**config.mk**
```make
export PLATFORM = sky130hd
export DESIGN_NAME = cgsc_top
export DESIGN_NICKNAME = d
export VERILOG_FILES = /design/src/core/cgsc_top.v
export VERILOG_INCLUDE_DIRS = /design/src /design/src/core
export SDC_FILE = /design/constraint.sdc
export NUM_CORES = 1
export LEC_CHECK = 0
export BUFFER_PORTS_ARGS = -buffer_cell sky130_fd_sc_hd__buf_2
export CAP_MARGIN = 10
export CORE_MARGIN = 2
export CORE_UTILIZATION = 55
export DETAILED_ROUTE_END_ITERATION = 10
export PLACE_DENSITY = 0.81
export SYNTH_ARGS = -nofsm -noshare
export SYNTH_HDL_FRONTEND = slang
export SYNTH_SLANG_ARGS = --single-unit
export TNS_END_PERCENT = 100
```
**constraint.sdc**
```tcl
create_clock -name core_clk -period 2.3 [get_ports core_clk]
set_clock_uncertainty 0.1 [all_clocks]
set_input_delay 0.23 -clock core_clk [delete_from_list [all_inputs] [get_ports core_clk]]
set_output_delay 0.23 -clock core_clk [all_outputs]
set_load 0.02 [all_outputs]
```
**src/core/cgsc_regs.vh**
```
/*
 * Constants of the clock generator serial control block: register
 * indices, field positions, power-up values, bus codes and dividers.
 * Assumes inclusion by cgsc_top.v only, by bare name.
 */
`ifndef CGSC_REGS_VH
`define CGSC_REGS_VH

// ----------------------------------------
// Register indices
// ----------------------------------------
`define CGSC_IDX_FUNCTION_SELECT 2'h0
`define CGSC_IDX_BANK_A_REF_EN 2'h1
`define CGSC_IDX_BANK_B_EN 2'h2

// ----------------------------------------
// Field positions, function select and bank A/ref enables
// ----------------------------------------
`define CGSC_BIT_TEST_MODE_SELECT 7
`define CGSC_BIT_SPREAD_ENABLE 6
`define CGSC_BIT_SPREAD_WIDTH 5
`define CGSC_BIT_B_CODE_HIGH 4
`define CGSC_BIT_B_CODE_LOW 3
`define CGSC_BIT_A_CODE_HIGH 2
`define CGSC_BIT_A_CODE_LOW 1
`define CGSC_BIT_PIN_CONTROL 0
`define CGSC_BIT_REF_OUT_ENABLE 5

// ----------------------------------------
// Power-up values
// ----------------------------------------
`define CGSC_RST_FUNCTION_SELECT 8'hA1
`define CGSC_RST_BANK_A_REF_EN 8'hFF
`define CGSC_RST_BANK_B_EN 8'hFF

// ----------------------------------------
// Bus codes (8-bit write addresses by strap)
// ----------------------------------------
`define CGSC_CMD_BLOCK 8'h00
`define CGSC_ADDR_000 8'hDE
`define CGSC_ADDR_100 8'hDC
`define CGSC_ADDR_010 8'hDA
`define CGSC_ADDR_110 8'hD8
`define CGSC_ADDR_001 8'hD6
`define CGSC_ADDR_101 8'hD4
`define CGSC_ADDR_011 8'hD0
`define CGSC_ADDR_111 8'hD2
`define CGSC_LAST_DATA_INDEX 2'h2

// ----------------------------------------
// Test mode dividers (rising edges of input clock per period, and per half period)
// ----------------------------------------
`define CGSC_TEST_DIV_A 6
`define CGSC_TEST_DIV_B 4
`define CGSC_TEST_HALF_A 3'h3
`define CGSC_TEST_HALF_B 3'h2

`endif

```
**src/core/cgsc_top.v**
```verilog
/*
 * Serial control slave and control register bank of a clock generator.
 * Three write-only control bytes steer frequency codes, spread, test
 * mode and per-output enables. Assumes bus and strap inputs synchronous
 * to core_clk and the output clock levels visible as inputs.
 */
`timescale 1ns/100ps
`include "cgsc_regs.vh"

module cgsc_top #(
	parameter NUM_OUT = 5
) (
	input wire core_clk,
	input wire sys_rst,
	input wire scl_in,
	input wire sda_in,
	output reg sda_out,
	output reg sda_oe,
	input wire [2:0] addr_strap,
	input wire [1:0] bank_a_freq_pins,
	input wire [1:0] bank_b_freq_pins,
	input wire spread_pin_n,
	input wire bank_a_output_enable_pin,
	input wire bank_b_output_enable_pin,
	input wire xin_level,
	input wire bank_a_clk_level,
	input wire bank_b_clk_level,
	input wire ref_clk_level,
	output reg test_mode,
	output reg [1:0] bank_a_freq_code,
	output reg [1:0] bank_b_freq_code,
	output reg spread_on,
	output reg spread_half_width,
	output reg freq_from_xin,
	output reg [NUM_OUT-1:0] bank_a_clocks_oe,
	output reg [NUM_OUT-1:0] bank_b_clocks_oe,
	output reg ref_out_oe,
	output reg test_clk_a,
	output reg test_clk_b,
	output reg test_clk_ref
);

	// ----------------------------------------
	// Bus slave states
	// ----------------------------------------
	localparam [3:0] ST_IDLE = 4'h1;
	localparam [3:0] ST_RX = 4'h2;
	localparam [3:0] ST_ACK = 4'h4;
	localparam [3:0] ST_SKIP = 4'h8;

	reg [3:0] state_reg;
	reg scl_prev_reg;
	reg sda_prev_reg;
	reg [7:0] shift_reg;
	reg [3:0] bit_cnt_reg;
	reg [1:0] phase_reg;
	reg [1:0] data_idx_reg;
	reg ack_pending_reg;
	reg [7:0] function_select_reg;
	reg [7:0] bank_a_ref_output_enables_reg;
	reg [7:0] bank_b_output_enables_reg;
	reg [7:0] my_addr_reg;
	reg [7:0] byte_next;

	wire scl_rise = scl_in & ~scl_prev_reg;
	wire scl_fall = ~scl_in & scl_prev_reg;
	wire start_det = scl_in & scl_prev_reg & sda_prev_reg & ~sda_in;
	wire stop_det = scl_in & scl_prev_reg & ~sda_prev_reg & sda_in;

	// ----------------------------------------
	// Address strap decode
	// ----------------------------------------
	// strap to address
	always @(posedge core_clk) begin
		if (sys_rst) begin
			my_addr_reg <= `CGSC_ADDR_000;
		end else begin
			case ({addr_strap[2], addr_strap[1], addr_strap[0]})
				3'h0: my_addr_reg <= `CGSC_ADDR_000;
				3'h1: my_addr_reg <= `CGSC_ADDR_100;
				3'h2: my_addr_reg <= `CGSC_ADDR_010;
				3'h3: my_addr_reg <= `CGSC_ADDR_110;
				3'h4: my_addr_reg <= `CGSC_ADDR_001;
				3'h5: my_addr_reg <= `CGSC_ADDR_101;
				3'h6: my_addr_reg <= `CGSC_ADDR_011;
				default: my_addr_reg <= `CGSC_ADDR_111;
			endcase
		end
	end
	always @* begin
		byte_next = {shift_reg[6:0], sda_in};
	end

	// ----------------------------------------
	// Bus slave
	// ----------------------------------------
	always @(posedge core_clk) begin
		if (sys_rst) begin
			state_reg <= ST_IDLE;
			scl_prev_reg <= 1'b1;
			sda_prev_reg <= 1'b1;
			shift_reg <= 8'h00;
			bit_cnt_reg <= 4'h0;
			phase_reg <= 2'h0;
			data_idx_reg <= 2'h0;
			ack_pending_reg <= 1'b0;
			sda_out <= 1'b1;
			sda_oe <= 1'b0;
			function_select_reg <= `CGSC_RST_FUNCTION_SELECT;
			bank_a_ref_output_enables_reg <= `CGSC_RST_BANK_A_REF_EN;
			bank_b_output_enables_reg <= `CGSC_RST_BANK_B_EN;
		end else begin
			scl_prev_reg <= scl_in;
			sda_prev_reg <= sda_in;
			sda_out <= 1'b0;
			if (stop_det) begin
				state_reg <= ST_IDLE;
				sda_oe <= 1'b0;
			end else if (start_det) begin
				state_reg <= ST_RX;
				bit_cnt_reg <= 4'h0;
				phase_reg <= 2'h0;
				data_idx_reg <= 2'h0;
				ack_pending_reg <= 1'b0;
				sda_oe <= 1'b0;
			end else begin
				case (state_reg)
					ST_IDLE, ST_SKIP: begin
						sda_oe <= 1'b0;
					end
					ST_RX: begin
						if (scl_rise) begin
							shift_reg <= byte_next;
							bit_cnt_reg <= bit_cnt_reg + 4'h1;
							if (bit_cnt_reg == 4'h7) begin
								ack_pending_reg <= 1'b1;
								case (phase_reg)
									2'h0: begin
										ack_pending_reg <= (byte_next == my_addr_reg);
										phase_reg <= 2'h1;
									end
									2'h1: begin
										ack_pending_reg <= (byte_next == `CGSC_CMD_BLOCK);
										phase_reg <= 2'h2;
									end
									2'h2: begin
										phase_reg <= 2'h3;
									end
									default: begin
										case (data_idx_reg)
											`CGSC_IDX_FUNCTION_SELECT:
												function_select_reg <= byte_next;
											`CGSC_IDX_BANK_A_REF_EN:
												bank_a_ref_output_enables_reg <= byte_next;
											`CGSC_IDX_BANK_B_EN:
												bank_b_output_enables_reg <= byte_next;
											default: begin
											end
										endcase
										if (data_idx_reg != 2'h3) begin
											data_idx_reg <= data_idx_reg + 2'h1;
										end
									end
								endcase
							end
						end else if (scl_fall && bit_cnt_reg == 4'h8) begin
							bit_cnt_reg <= 4'h0;
							if (ack_pending_reg) begin
								state_reg <= ST_ACK;
								sda_oe <= 1'b1;
							end else begin
								state_reg <= ST_SKIP;
							end
						end
					end
					ST_ACK: begin
						if (scl_fall) begin
							sda_oe <= 1'b0;
							state_reg <= ST_RX;
						end
					end
					default: begin
						state_reg <= ST_IDLE;
						sda_oe <= 1'b0;
					end
				endcase
			end
		end
	end

	// ----------------------------------------
	// Effective controls
	// ----------------------------------------
	wire pin_ctrl = function_select_reg[`CGSC_BIT_PIN_CONTROL];
	wire spread_sel = pin_ctrl ? ~spread_pin_n : function_select_reg[`CGSC_BIT_SPREAD_ENABLE];

	always @(posedge core_clk) begin
		if (sys_rst) begin
			test_mode <= 1'b0;
			bank_a_freq_code <= 2'h0;
			bank_b_freq_code <= 2'h0;
			spread_on <= 1'b0;
			spread_half_width <= 1'b1;
			freq_from_xin <= 1'b0;
		end else begin
			test_mode <= ~function_select_reg[`CGSC_BIT_TEST_MODE_SELECT];
			bank_a_freq_code <= pin_ctrl ? bank_a_freq_pins :
				{function_select_reg[`CGSC_BIT_A_CODE_HIGH],
				function_select_reg[`CGSC_BIT_A_CODE_LOW]};
			bank_b_freq_code <= pin_ctrl ? bank_b_freq_pins :
				{function_select_reg[`CGSC_BIT_B_CODE_HIGH],
				function_select_reg[`CGSC_BIT_B_CODE_LOW]};
			spread_on <= spread_sel;
			spread_half_width <= function_select_reg[`CGSC_BIT_SPREAD_WIDTH];
			freq_from_xin <= ~spread_sel & function_select_reg[`CGSC_BIT_SPREAD_WIDTH];
		end
	end

	// ----------------------------------------
	// Test mode dividers
	// ----------------------------------------
	reg xin_prev_reg;
	reg [2:0] div_a_reg;
	reg [2:0] div_b_reg;
	wire xin_rise = xin_level & ~xin_prev_reg;

	always @(posedge core_clk) begin
		if (sys_rst) begin
			xin_prev_reg <= 1'b0;
			div_a_reg <= 3'h0;
			div_b_reg <= 3'h0;
			test_clk_a <= 1'b0;
			test_clk_b <= 1'b0;
			test_clk_ref <= 1'b0;
		end else begin
			xin_prev_reg <= xin_level;
			test_clk_ref <= test_mode & xin_level;
			if (!test_mode) begin
				div_a_reg <= 3'h0;
				div_b_reg <= 3'h0;
				test_clk_a <= 1'b0;
				test_clk_b <= 1'b0;
			end else if (xin_rise) begin
				if (div_a_reg == `CGSC_TEST_HALF_A - 3'h1) begin
					div_a_reg <= 3'h0;
					test_clk_a <= ~test_clk_a;
				end else begin
					div_a_reg <= div_a_reg + 3'h1;
				end
				if (div_b_reg == `CGSC_TEST_HALF_B - 3'h1) begin
					div_b_reg <= 3'h0;
					test_clk_b <= ~test_clk_b;
				end else begin
					div_b_reg <= div_b_reg + 3'h1;
				end
			end
		end
	end

	// ----------------------------------------
	// Output enables
	// ----------------------------------------
	// Gated copies change only while the clock is low, so no runt pulse
	reg [NUM_OUT-1:0] gate_a_reg;
	reg [NUM_OUT-1:0] gate_b_reg;
	reg gate_ref_reg;

	always @(posedge core_clk) begin
		if (sys_rst) begin
			gate_a_reg <= {NUM_OUT{1'b1}};
			gate_b_reg <= {NUM_OUT{1'b1}};
			gate_ref_reg <= 1'b1;
			bank_a_clocks_oe <= {NUM_OUT{1'b0}};
			bank_b_clocks_oe <= {NUM_OUT{1'b0}};
			ref_out_oe <= 1'b0;
		end else begin
			if (!bank_a_clk_level) begin
				gate_a_reg <= bank_a_ref_output_enables_reg[NUM_OUT-1:0];
			end
			if (!bank_b_clk_level) begin
				gate_b_reg <= bank_b_output_enables_reg[NUM_OUT-1:0];
			end
			if (!ref_clk_level) begin
				gate_ref_reg <= bank_a_ref_output_enables_reg[`CGSC_BIT_REF_OUT_ENABLE];
			end
			bank_a_clocks_oe <= gate_a_reg & {NUM_OUT{bank_a_output_enable_pin}};
			bank_b_clocks_oe <= gate_b_reg & {NUM_OUT{bank_b_output_enable_pin}};
			ref_out_oe <= gate_ref_reg & bank_a_output_enable_pin & bank_b_output_enable_pin;
		end
	end

endmodule

```
# Yosys cells after proc, flatten, opt, wreduce, memory -nomap -nowiden
# Cells that the tools add are included.
# totals
regBits	91
input_bits	18
output_inout_bits	24
word_cells	162
# op_classes
add_sub_neg	4
eq_ne	29
mux	38
n_bitwise	29
n_reduce_logical	29
# op_table
cell	count
4-bit 2-to-1 mux	8
4-bit one-hot mux with 7 select lines	1
2-bit 2-to-1 mux	13
7-bit AND reduction	3
4-bit AND reduction	5
1-bit NOT	15
1-bit AND	12
2-bit != test, second input constant	6
4-bit one-hot mux with 3 select lines	1
5-bit AND	2
1-bit 2-to-1 mux	10
3-bit by 2-bit == test with 1-bit output, second input constant	3
3-bit == test, second input constant	3
3-bit != test, second input constant	3
4-bit by 3-bit == test with 1-bit output, second input constant	2
4-bit == test, second input constant	2
8-bit == test	1
8-bit logical NOT	1
2-bit nonzero test	4
3-bit by 1-bit adder with 3-bit output, second input constant	2
3-bit by 1-bit == test with 1-bit output, second input constant	2
3-bit 2-to-1 mux	2
2-bit one-hot mux with 3 select lines	1
6-bit AND reduction	1
other kinds (18)	26

# Depth between registers and ports, before layout
# Gate-level depths: netlist (run 1).
# depth
ltp_word	7
depth_mapped	7
mapped_depth_nobuf	6

# Least setup slack after synthesis (run 1)
# OpenSTA, ideal clock, no wires.
# synth_path
path_type	register to register
startpoint	register state_reg[3]
endpoint	register bank_b_output_enables_reg[2]
setup_ns	0.120
arrival_time_ns	1.654
required_ns	2.080
path_slack_ns	0.426
stages_incl_launch_ff	7
path_buffers	2
period_less_slack_ns	1.874
cell_sequence	dfxtp_1 -> buf_6 -> nor4b_4 -> nand4_4 -> buf_6 -> o31a_1 -> a211o_1
# synth_between
elab_chain_len	2
# synth_lines
item	line_no	source
start, declared	cgsc_top.v:51	reg [3:0] state_reg;
start signal, assigned	cgsc_top.v:99	state_reg <= ST_IDLE;
start signal, assigned	cgsc_top.v:117	state_reg <= ST_IDLE;
start signal, assigned	cgsc_top.v:120	state_reg <= ST_RX;
4-bit by 2-bit == test with 1-bit output	cgsc_top.v:127	case (state_reg)
7-bit AND reduction (no line)	--	
end signal, assigned	cgsc_top.v:111	bank_b_output_enables_reg <= `CGSC_RST_BANK_B_EN;
end signal, assigned	cgsc_top.v:156	bank_b_output_enables_reg <= byte_next;
end, declared	cgsc_top.v:61	reg [7:0] bank_b_output_enables_reg;
# No other way between the ends.
# A chain may end at the register's enable or synchronous reset.

# Worst setup path after layout (run 1)
# layout_path
startpoint	register state_reg[3]
endpoint	register bank_a_ref_output_enables_reg[0]
# layout_between
elab_chain_len	2
# layout_lines
item	line_no	source
4-bit by 2-bit == test with 1-bit output	cgsc_top.v:127	
7-bit AND reduction (no line)	--	
end signal, assigned	cgsc_top.v:110	bank_a_ref_output_enables_reg <= `CGSC_RST_BANK_A_REF_EN;
end signal, assigned	cgsc_top.v:154	bank_a_ref_output_enables_reg <= byte_next;
end, declared	cgsc_top.v:60	reg [7:0] bank_a_ref_output_enables_reg;
# No other way between the ends.

==> flow_summary_export.csv, run 1 <==
group,metric,value,unit
route,routed_wl,7.47,mm
clock_network,cts_buffer_depth,2,
pwr,powerDensity,665,mW/mm²
logic_synthesis,ys_ff_latch,86,
timing,fin_tns_setup,0,ps
pwr,irDropWorstVdd,0.549,mV
timing,slew_viol_final,0,
route,dr.pass1.iters,4,
placed_design,dp_cells,486,
cells_and_area,n_fill_cell,513,
logic_synthesis,syn_nets,414,
cells_and_area,final_nets,455,
clock_network,cts_buffers,9,
logic_synthesis,ys_warn_count,0,
timing,worstMarginPinSlew,579,ps
clock_network,worstSkewPairLatency,360,ps
timing,hold_ws,9.40,ps
timing,rsz0062_at_grt,"false",
clock_network,tritoncts,"yes",
cells_and_area,final_core_util,0.640,
clock_network,post_cts_buffers,0,
global_routing,grt_max_degree,30,
cells_and_area,area_delta_synth_final,12.4,%
route,dr_wl_met2,3.67,mm
worst_setup_path,regToRegSetupSlack,260,ps
floorplanning,core-area,0.00639,mm²
cells_and_area,final_cell_count_no_fill,509,
cells_and_area,n_antenna_cell,0,
job,maxCapViolations,0,
route,wire_per_inst,14.7,µm
timing,max_freq,489,MHz
pwr,p_sw_frac,0.254,
floorplanning,fp.dieW,85.3,µm
clock_network,cts_root_buf,"clkbuf_8",
global_routing,grt_first_pass_wirelength,12.4,mm
timing,finalCriticalPeriod,2040,ps
logic_synthesis,ys_types,59,
logic_synthesis,synthFlopType,"dfxtp_1",
logic_synthesis,async_flop_share,0,
pwr,power.share.sequential,0.563,
route,drt-initial-drc-count,233,
timing,finalHoldViolCount,0,
timing,slew_headroom,0.613,
logic_synthesis,synthCells,386,
worst_setup_path,start_kind,"register",
logic_synthesis,synth_enable_flop_cells,0,
clock_network,cts.sinks,86,
min_path,hp-class,"in2reg",
cells_and_area,drive_above_1_share,0.174,
worst_setup_path,critical_path_class,"reg2reg",
worst_setup_path,crit_path_start,"state_reg[3]",
floorplanning,row_count,29,
logic_synthesis,synthSimpleGateAreaFrac,0.215,
logic_synthesis,synth_adder_area_share,0.0344,
placed_design,dp_hpwl,5.10,mm
route,met3_wirelength,361,µm
global_routing,grt_usage,0.214,
route,via_per_inst,5.61,
outcome,status,"finished clean",
route,drc_errors,0,
logic_synthesis,synth_xor_area_frac,0.0241,
cells_and_area,largest_register_ffs,8,
route,detail-route-antenna-nets,0,
logic_synthesis,syn_area_per_cell,9.42,µm²
clock_network,htreeDepth,3,
logic_synthesis,synth.mux.area_fraction,0.0385,
pwr,clkPwrFrac,0.374,
pwr,power_frac_comb,0.063,
route,met1_length,3.30,mm
placed_design,gp_congestion,0.875,
global_routing,grt_overflow,0,
pwr,internal-power,0.00203,W
worst_setup_path,rr_worst_depth,4,
placed_design,portBuffers,41,
logic_synthesis,seq_area_frac_synth,0.473,
route,top_layer,"met4",
global_routing,antenna_found_initial,0,
logic_synthesis,synth_top_family_by_area,"simple AND/OR/NAND/NOR gates",
worst_setup_path,cp.required,2490,ps
timing,setup_violations,0,
clock_network,clk_pin_slew,90,ps
global_routing,first_global_vias,2694,
worst_setup_path,critPathCaptureType,"register",
timing,period_share,0.888,
floorplanning,start_util,0.570,
worst_setup_path,r2r_end,"bank_a_ref_output_enables_reg[0]",
floorplanning,ios,42,
pwr,p_sw,0.000691,W
floorplanning,die-area,0.00728,mm²
logic_synthesis,syn_area,0.00364,mm²
cells_and_area,seq_area,0.00172,mm²
route,vias,2854,
pwr,p_leak,1.66,nW
worst_setup_path,cp-endpoint,"bank_a_ref_output_enables_reg[0]",
worst_setup_path,r2r_start,"state_reg[3]",
worst_setup_path,worstPathMaxFanout,9,
worst_setup_path,crit_arrival,2240,ps
floorplanning,die_y,85.3,µm
logic_synthesis,synth-compound-area-share,0.149,
cells_and_area,multi_input_area,0.00168,mm²
[kinds of logic (layout without fill, tap and decap cells)]
group,count (synthesis),count (layout)
flops,86,86
xor+xnor,10,10
simple gates,142,142
mux,14,14
compound gates,80,80
fa+ha+maj,10,10
buf+inv,44,90
[power groups by stage]
stage | clock network (W) | registers [W] | logic (W)
6_report | 0.00102 | 0.00153 | 0.000171
5_1_grt | 0.00111 | 0.00154 | 0.000186
4_1_cts | 0.00104 | 0.00153 | 0.000169
3_5_place_dp | 0 | 0.00157 | 0.000159
3_3_place_gp | 0 | 0.00156 | 0.000154
2_1_floorplan | 0 | 0.00158 | 0.0000886
[repair_timing]
| action | in CTS | in global routing |
|---|---|---|
| resized for setup | 0 | 0 |
| hold endpoints to repair | 7 | 0 |
| hold buffers | 7 | 0 |
[per-layer routing]
layer	vias up	GRT usage
li1	1428	-
met1	1345	0.260
met2	70	0.359
met3	11	0.0652
met4	0	0.0765
met5	-	0
[critical path, stage by stage, from the launching register on]
cell,delay (ps)
dfxtp_1,410
nor4b_4,480
and4_1,450
and3_1,320
mux2i_1,210
[per-stage QoR]
| stage | area, µm² | power [W] | setup WS (ps) |
|---|---|---|---|
| floorplan | 3640 | 0.00167 | 426 |
| global placement | 3830 | 0.00172 | 440 |
| detailed placement | 3830 | 0.00173 | 284 |
| CTS | 4090 | 0.00274 | 268 |
| global route | 4090 | 0.00283 | 161 |
| finish | 4090 | 0.00272 | 257 |
[Yosys cell counts, types with 6 or more instances]
master / instances / area, µm²
a21oi_1: 22 / 110
a41oi_1: 6 / 52.6
and2_1: 12 / 75.1
clkbuf_1: 13 / 48.8
dfxtp_1: 86 / 1720
ha_1: 10 / 125
inv_1: 18 / 67.6
mux2i_1: 14 / 140
nand2_1: 41 / 154
nand2b_1: 6 / 37.5
nand3_1: 6 / 30.0
nand4_1: 10 / 62.6
nor2_1: 26 / 97.6
nor2b_1: 9 / 56.3
nor3_1: 7 / 35.0
o211ai_1: 8 / 60.1
o21ai_0: 13 / 65.1
xnor2_1: 7 / 61.3
[cells in the final DEF (no fill, tap or decap), types with 10 or more instances in the layout]
cell type,netlist,routed
inv_1,18,18
o21ai_0,13,13
clkbuf_8,0,10
and2_1,12,12
dfxtp_1,86,86
buf_2,3,41
nor2_1,26,26
ha_1,10,10
a21oi_1,22,22
mux2i_1,14,14
nand2_1,41,41
nand4_1,10,10
[layout make-up]
type,instances,share of cell area
Clock inverter,6,0.0129
Clock buffer,10,0.0337
Tap cell,77,0.0236
Inverter,18,0.0165
Multi-Input combinational cell,256,0.410
Timing Repair Buffer,56,0.0820
Sequential cell,86,0.421
[how the worst min path moves through the flow]
stage	from	cells past startpoint	to	slack, ps
CTS	bank_b_freq_pins[0]	3	bank_b_freq_code[0]	5
global route	bank_b_freq_pins[0]	3	bank_b_freq_code[0]	9
finish	bank_b_freq_pins[0]	3	bank_b_freq_code[0]	9
floorplan	sys_rst	0	sda_out	160
global placement	function_select_reg[7]	1	test_mode	290
detailed placement	function_select_reg[7]	1	test_mode	290
Note: power is estimated with default switching activity, not from simulation.
==> inputs of run 2 (changes only) <==
Settings changed: ABC_AREA set to 1, BUFFER_PORTS_ARGS -buffer_cell sky130_fd_sc_hd__buf_2 to -buffer_cell sky130_fd_sc_hd__clkbuf_2.
==> run 2 against run 1 <==
Compared with the run above: worst hold slack improved by 3.0 ps; area after synthesis down 3.4%; sequential share of layout area rose by 0.59 points; combinational power grew 120%; maximum frequency increased by 22%; critical path type unchanged.
==> flow_summary_export.csv, run 2 <==
group,metric,value,unit
outcome,status,"finished clean",
logic_synthesis,ys_warn_count,0,
cells_and_area,layout_common_cells,"86 x dfxtp_1, 81 x nand2_1, 55 x inv_1, 41 x clkbuf_2, 36 x a21oi_1",
placed_design,place_area,0.00379,mm²
timing,max_freq,598,MHz
clock_network,cts_buffers,9,
logic_synthesis,async_flop_share,0,
logic_synthesis,synth_top_area_frac,0.490,
clock_network,cts.sinks,86,
global_routing,grt_max_degree,37,
timing,finalHoldViolCount,0,
route,drt-initial-drc-count,111,
placed_design,dp_hpwl,4.62,mm
cells_and_area,final_cell_count_no_fill,554,
logic_synthesis,synthTopCellsByCount,"86 x dfxtp_1, 81 x nand2_1, 55 x inv_1, 36 x a21oi_1, 33 x nor2_1",
logic_synthesis,ys_ff_latch,86,
worst_setup_path,critical_path_class,"reg2reg",
clock_network,ctsResizeCount,0,
worst_setup_path,start_kind,"register",
clock_network,hold_buffers,6,
pwr,irDropWorstVdd,0.545,mV
logic_synthesis,syn_area_per_cell,8.33,µm²
timing,slew_headroom,0.705,
route,drc_errors,0,
logic_synthesis,seq_area_frac_synth,0.490,
placed_design,dp_cells,532,
global_routing,first_global_vias,2658,
logic_synthesis,synth_enable_flop_cells,0,
min_path,min-delay-start,"bank_b_clk_level",
worst_setup_path,regToRegSetupSlack,630,ps
route,via_per_inst,5.09,
logic_synthesis,syn_nets,450,
worst_setup_path,critPathMaxStageDelay,390,ps
cells_and_area,finish.instance_area,0.00403,mm²
floorplanning,die-area,0.00705,mm²
worst_setup_path,crit_arrival,1820,ps
worst_setup_path,path_common_cell,"nand2_1",
timing,worstMarginPinSlew,442,ps
worst_setup_path,crit_path_start,"bit_cnt_reg[1]",
route,routed_wl,6.36,mm
worst_setup_path,cp_top_family,"simple AND/OR/NAND/NOR gates",
timing,slew_viol_final,0,
worst_setup_path,worstPathMaxFanout,12,
logic_synthesis,synthCells,422,
worst_setup_path,critPathCaptureType,"register",
min_path,hp-class,"in2reg",
route,vias,2822,
worst_setup_path,cp_cell_sequence,"ha_1, nand2_1, nor2_4, nand4_2, nand2_1, o211ai_2",
placed_design,pre_cts_ws,633,ps
logic_synthesis,synthFlopType,"dfxtp_1",
floorplanning,ios,42,
clock_network,worstSkewPairLatency,350,ps
cells_and_area,area_delta_synth_final,14.7,%
cells_and_area,drive_above_1_share,0.193,
global_routing,grt_overflow,0,
pwr,powerDensity,729,mW/mm²
logic_synthesis,syn_area,0.00351,mm²
worst_setup_path,worst_path_max_delay_cell,"dfxtp_1",
floorplanning,fp.dieW,83.9,µm
placed_design,portBuffers,41,
route,dr.pass1.iters,4,
global_routing,antenna_found_initial,0,
cells_and_area,final_nets,500,
floorplanning,core-area,0.00628,mm²
cells_and_area,n_antenna_cell,0,
clock_network,clk_pin_slew,90,ps
floorplanning,start_util,0.560,
worst_setup_path,cp.required,2450,ps
timing,rsz0062_at_grt,"false",
timing,finalCriticalPeriod,1670,ps
global_routing,grt_first_pass_wirelength,10.9,mm
timing,period_share,0.728,
cells_and_area,largest_register_ffs,8,
job,maxCapViolations,0,
worst_setup_path,crit_buf_inv,0,
clock_network,cts_buffer_depth,2,
cells_and_area,final_common_cell,"dfxtp_1",
logic_synthesis,synth_most_common_cell,"dfxtp_1",
floorplanning,die_y,83.9,µm
timing,fin_tns_setup,0,ps
placed_design,gp_congestion,0.903,
pwr,p_leak,1.92,nW
timing,worst_slack,627,ps
global_routing,grt_usage,0.189,
floorplanning,row_count,29,
clock_network,htreeDepth,3,
logic_synthesis,synth_largest_area_cell,"dfxtp_1",
logic_synthesis,synth_area_leaders,"dfxtp_1 49%, nand2_1 8.7%, inv_1 5.9%, a21oi_1 5.1%, ha_1 3.6%",
route,detail-route-antenna-nets,0,
clock_network,cts_root_buf,"clkbuf_8",
logic_synthesis,ys_types,36,
route,wire_per_inst,11.5,µm
clock_network,post_cts_buffers,0,
timing,setup_violations,0,
worst_setup_path,r2r_start,"bit_cnt_reg[1]",
clock_network,tritoncts,"yes",
run 2: cell types whose count changed in the layout (fill, tap and decap cells not counted), sizes merged, moves of 11 or more:
| cell | change |
|---|---|
| clkbuf | +40 |
| nand3 | +18 |
| buf | -46 |
| o211ai | +11 |
| and2 | -12 |
| o21ai | +12 |
| inv | +41 |
| mux2i | -14 |
| nor2 | +11 |
| a21oi | +15 |
| nand2 | +44 |
run 2: worst register-to-register path, stage by stage, from the launching register on:
cell	delay (ps)
dfxtp_1	390
ha_1	200
nand2_1	120
nor2_4	180
nand4_2	310
nand2_1	190
o211ai_2	80
run 2: cell families (layout without fill, tap and decap cells):
logic type,Yosys count,count (layout),share of synthesized area
flip-flops,86,86,0.490
XOR/XNOR,3,3,0.00748
AO/OA/AOI/OAI,85,85,0.153
AND/OR/NAND/NOR,167,167,0.233
adder cells (fa/ha/maj),10,10,0.0356
buffers and inverters,71,126,0.0812
run 2: layout make-up:
| cell class | count | area (µm²) |
|---|---|---|
| Tap cell | 77 | 96.3 |
| Inverter | 60 | 226 |
| Timing Repair Buffer | 50 | 300 |
| Multi-Input combinational cell | 265 | 1510 |
| Fill cell | 517 | 2250 |
| Sequential cell | 86 | 1720 |
| Clock inverter | 7 | 55.1 |
| Clock buffer | 9 | 124 |
run 2: metrics by stage:
step | hold WS [ps] | util | power, W
CTS | 7.15 | 0.642 | 0.00296
global placement | 303 | 0.604 | 0.00197
floorplan | 158 | - | 0.00189
finish | 12.4 | 0.642 | 0.00294
detailed placement | 307 | 0.604 | 0.00199
global route | 33.6 | 0.642 | 0.00307
run 2: final timing paths:
check | to | cells after the start
setup / recovery | bank_a_ref_output_enables_reg[2] | 6
hold / removal | gate_b_reg[4] | 3
setup reg to reg | bank_a_ref_output_enables_reg[2] | 6
hold reg to reg | test_mode | 1
run 2: power by group:
part,leakage (nW),internal [W],switching [W]
logic,1.12,0.000132,0.000244
clock network,0.0923,0.000408,0.000571
registers,0.703,0.00154,0.0000385
total,1.92,0.00208,0.000853
run 2: per-layer routing:
layer	track usage	vias up	routed length [µm]
met5	0	-	0
met4	0.0777	0	82
met3	0.0495	7	243
met2	0.329	50	3040
met1	0.221	1290	2990
li1	-	1475	-
==> inputs of run 3 (changes only) <==
Settings changed: ABC_AREA 1 to 0, CORE_UTILIZATION 55 to 52, PLACE_DENSITY 0.81 to 0.8.
Clock period 2.3 ns to 1.4 ns, I/O delays scaled along.
==> run 3 against run 2 <==
Compared with the run above: the run now ends with negative setup slack left; flip-flop and latch count unchanged; highest routed layer unchanged; die area is 9.0% higher; sequential power is 59% higher; via count grew 12%; first-iteration DRC count rose by 93%; register-to-register slack got worse by 990 ps; largest power group unchanged; maximum frequency shrank 5.1%; global-route usage increased by 5.2 points; combinational power decreased by 9.0%; setup slack worse by 990 ps.
==> flow_summary_export.csv, run 3 (synthesized netlist as in run 1, its figures left out) <==
group,metric,value,unit
cells_and_area,final_core_util,0.713,
route,detail-route-antenna-nets,0,
worst_setup_path,worstPathMaxFanout,6,
global_routing,grt_max_degree,19,
worst_setup_path,critPathCaptureType,"register",
cells_and_area,layout_common_cells,"79 x dfxtp_1, 49 x buf_4, 41 x clkbuf_2, 33 x nand2_1, 24 x nor2_1",
global_routing,antenna_found_initial,0,
floorplanning,start_util,0.535,
route,dr.pass1.iters,4,
timing,slew_headroom,0.697,
cells_and_area,area_delta_synth_final,33.1,%
outcome,violations,"negative setup slack",
worst_setup_path,cp_top_family,"compound AO/OA/AOI/OAI gates",
worst_setup_path,start_kind,"register",
route,drt-initial-drc-count,214,
outcome,status,"complete, but fails checks",
placed_design,dp_hpwl,5.89,mm
timing,rsz0062_at_grt,"true",
global_routing,first_global_vias,3077,
clock_network,cts.sinks,86,
pwr,p_sw_frac,0.242,
cells_and_area,final_common_cell,"dfxtp_1",
placed_design,portBuffers,41,
pwr,power.share.sequential,0.562,
min_path,hp-class,"in2reg",
clock_network,tritoncts,"yes",
route,routed_wl,9.13,mm
clock_network,cts_root_buf,"clkbuf_8",
worst_setup_path,critPathMaxStageDelay,350,ps
worst_setup_path,crit_arrival,1910,ps
floorplanning,fp.dieW,87.6,µm
clock_network,htreeDepth,3,
cells_and_area,drive_above_1_share,0.366,
timing,period_share,1.26,
floorplanning,ios,42,
global_routing,grt_overflow,0,
floorplanning,row_count,30,
job,maxCapViolations,0,
timing,worst_slack,-363,ps
pwr,powerDensity,923,mW/mm²
pwr,p_leak,2.04,nW
floorplanning,die-area,0.00768,mm²
timing,setup_violations,39,
worst_setup_path,worst_path_max_delay_cell,"dfxtp_2",
timing,finalHoldViolCount,0,
route,via_per_inst,5.43,
global_routing,grt_first_pass_wirelength,14.3,mm
pwr,power_frac_comb,0.077,
global_routing,grt_usage,0.241,
floorplanning,core-area,0.00679,mm²
timing,max_freq,567,MHz
worst_setup_path,cp.required,1540,ps
timing,finalCriticalPeriod,1760,ps
cells_and_area,n_fill_cell,506,
clock_network,cts_buffers,9,
clock_network,clk_pin_slew,90,ps
pwr,clkPwrFrac,0.361,
clock_network,cts_buffer_depth,2,
placed_design,gp_congestion,0.902,
pwr,internal-power,0.00339,W
clock_network,worstSkewPairLatency,350,ps
route,wire_per_inst,15.7,µm
floorplanning,die_y,87.6,µm
cells_and_area,n_antenna_cell,0,
pwr,irDropWorstVdd,0.542,mV
cells_and_area,largest_register_ffs,8,
timing,slew_viol_final,0,
cells_and_area,final_nets,507,
timing,worstMarginPinSlew,454,ps
pwr,p_sw,0.00108,W
placed_design,pre_cts_ws,-310,ps
worst_setup_path,crit_buf_inv,1,
worst_setup_path,critical_path_class,"reg2reg",
route,vias,3150,
worst_setup_path,cp_cell_sequence,"nor4b_4, buf_4, nand4_4, o31a_1, a211o_1",
route,drc_errors,0,
[run 3: cell types whose count changed in the layout (fill, tap and decap cells not counted), sizes merged, moves of 12 or more]
cell and delta:
a21oi -15, and2 +12, buf +54, inv -43
mux2i +14, nand2 -44, nand3 -18, o21ai -12
[run 3: final cells by class]
cell class,count,area [µm²],area share
clock buffer,12,155,0.0320
clock inverter,4,28.8,0.00594
sequential,86,1740,0.359
inverter,18,67.6,0.0140
timing repair buffer,108,772,0.159
tap,96,120,0.0248
multi-input combinational,256,1960,0.405
[run 3: per-stage QoR]
stage	hold WS (ps)	area, µm²	cells	TNS, ps	total power [W]
2_1_floorplan	67.7	3710	386	-10710	0.00275
3_3_place_gp	209	4220	546	-7040	0.00286
3_5_place_dp	229	4220	546	-8730	0.00287
4_1_cts	20.6	4620	576	-7860	0.00448
5_1_grt	41.9	4840	580	-11660	0.00464
6_report	23.5	4840	580	-9290	0.00447
[run 3: what timing repair did]
| item | CTS | global route |
|---|---|---|
| endpoints found under the setup margin | 40 | 40 |
| hold endpoints to repair | 11 | 0 |
| gates resized for setup | 23 | 45 |
| pin swaps | 19 | 20 |
| setup buffers | 4 | 6 |
| hold buffers | 10 | 0 |
[run 3: routing by layer]
metal | routed length, µm | share of wire | GRT usage
met1 | 3690 | 0.40 | 0.270
met2 | 4720 | 0.52 | 0.428
met3 | 361 | 0.040 | 0.0443
met4 | 364 | 0.040 | 0.137
met5 | 0 | 0 | 0
[run 3: worst paths after layout]
path | start | end | slack (ps) | depth (start not counted)
max | state_reg[3] | bank_b_output_enables_reg[1] | -360 | 5
min | bank_b_clk_level | gate_b_reg[3] | 20 | 2
min reg2reg | function_select_reg[7] | test_mode | 330 | 1
max reg2reg | state_reg[3] | bank_b_output_enables_reg[1] | -360 | 5
[run 3: power groups by stage]
stage	clock, W	combinational (W)	sequential [W]
after floorplan	0	0.000150	0.00260
after global placement	0	0.000287	0.00257
after detailed placement	0	0.000295	0.00257
after CTS	0.00164	0.000327	0.00251
after global routing	0.00175	0.000370	0.00252
final	0.00161	0.000343	0.00251
[run 3: worst register-to-register path: cells and delay by family, from the launching register on]
family                 cells  cell delay, ps
flip-flops                 1             350
buffers and inverters      1             190
AND/OR/NAND/NOR            2             440
AO/OA/AOI/OAI              2             570
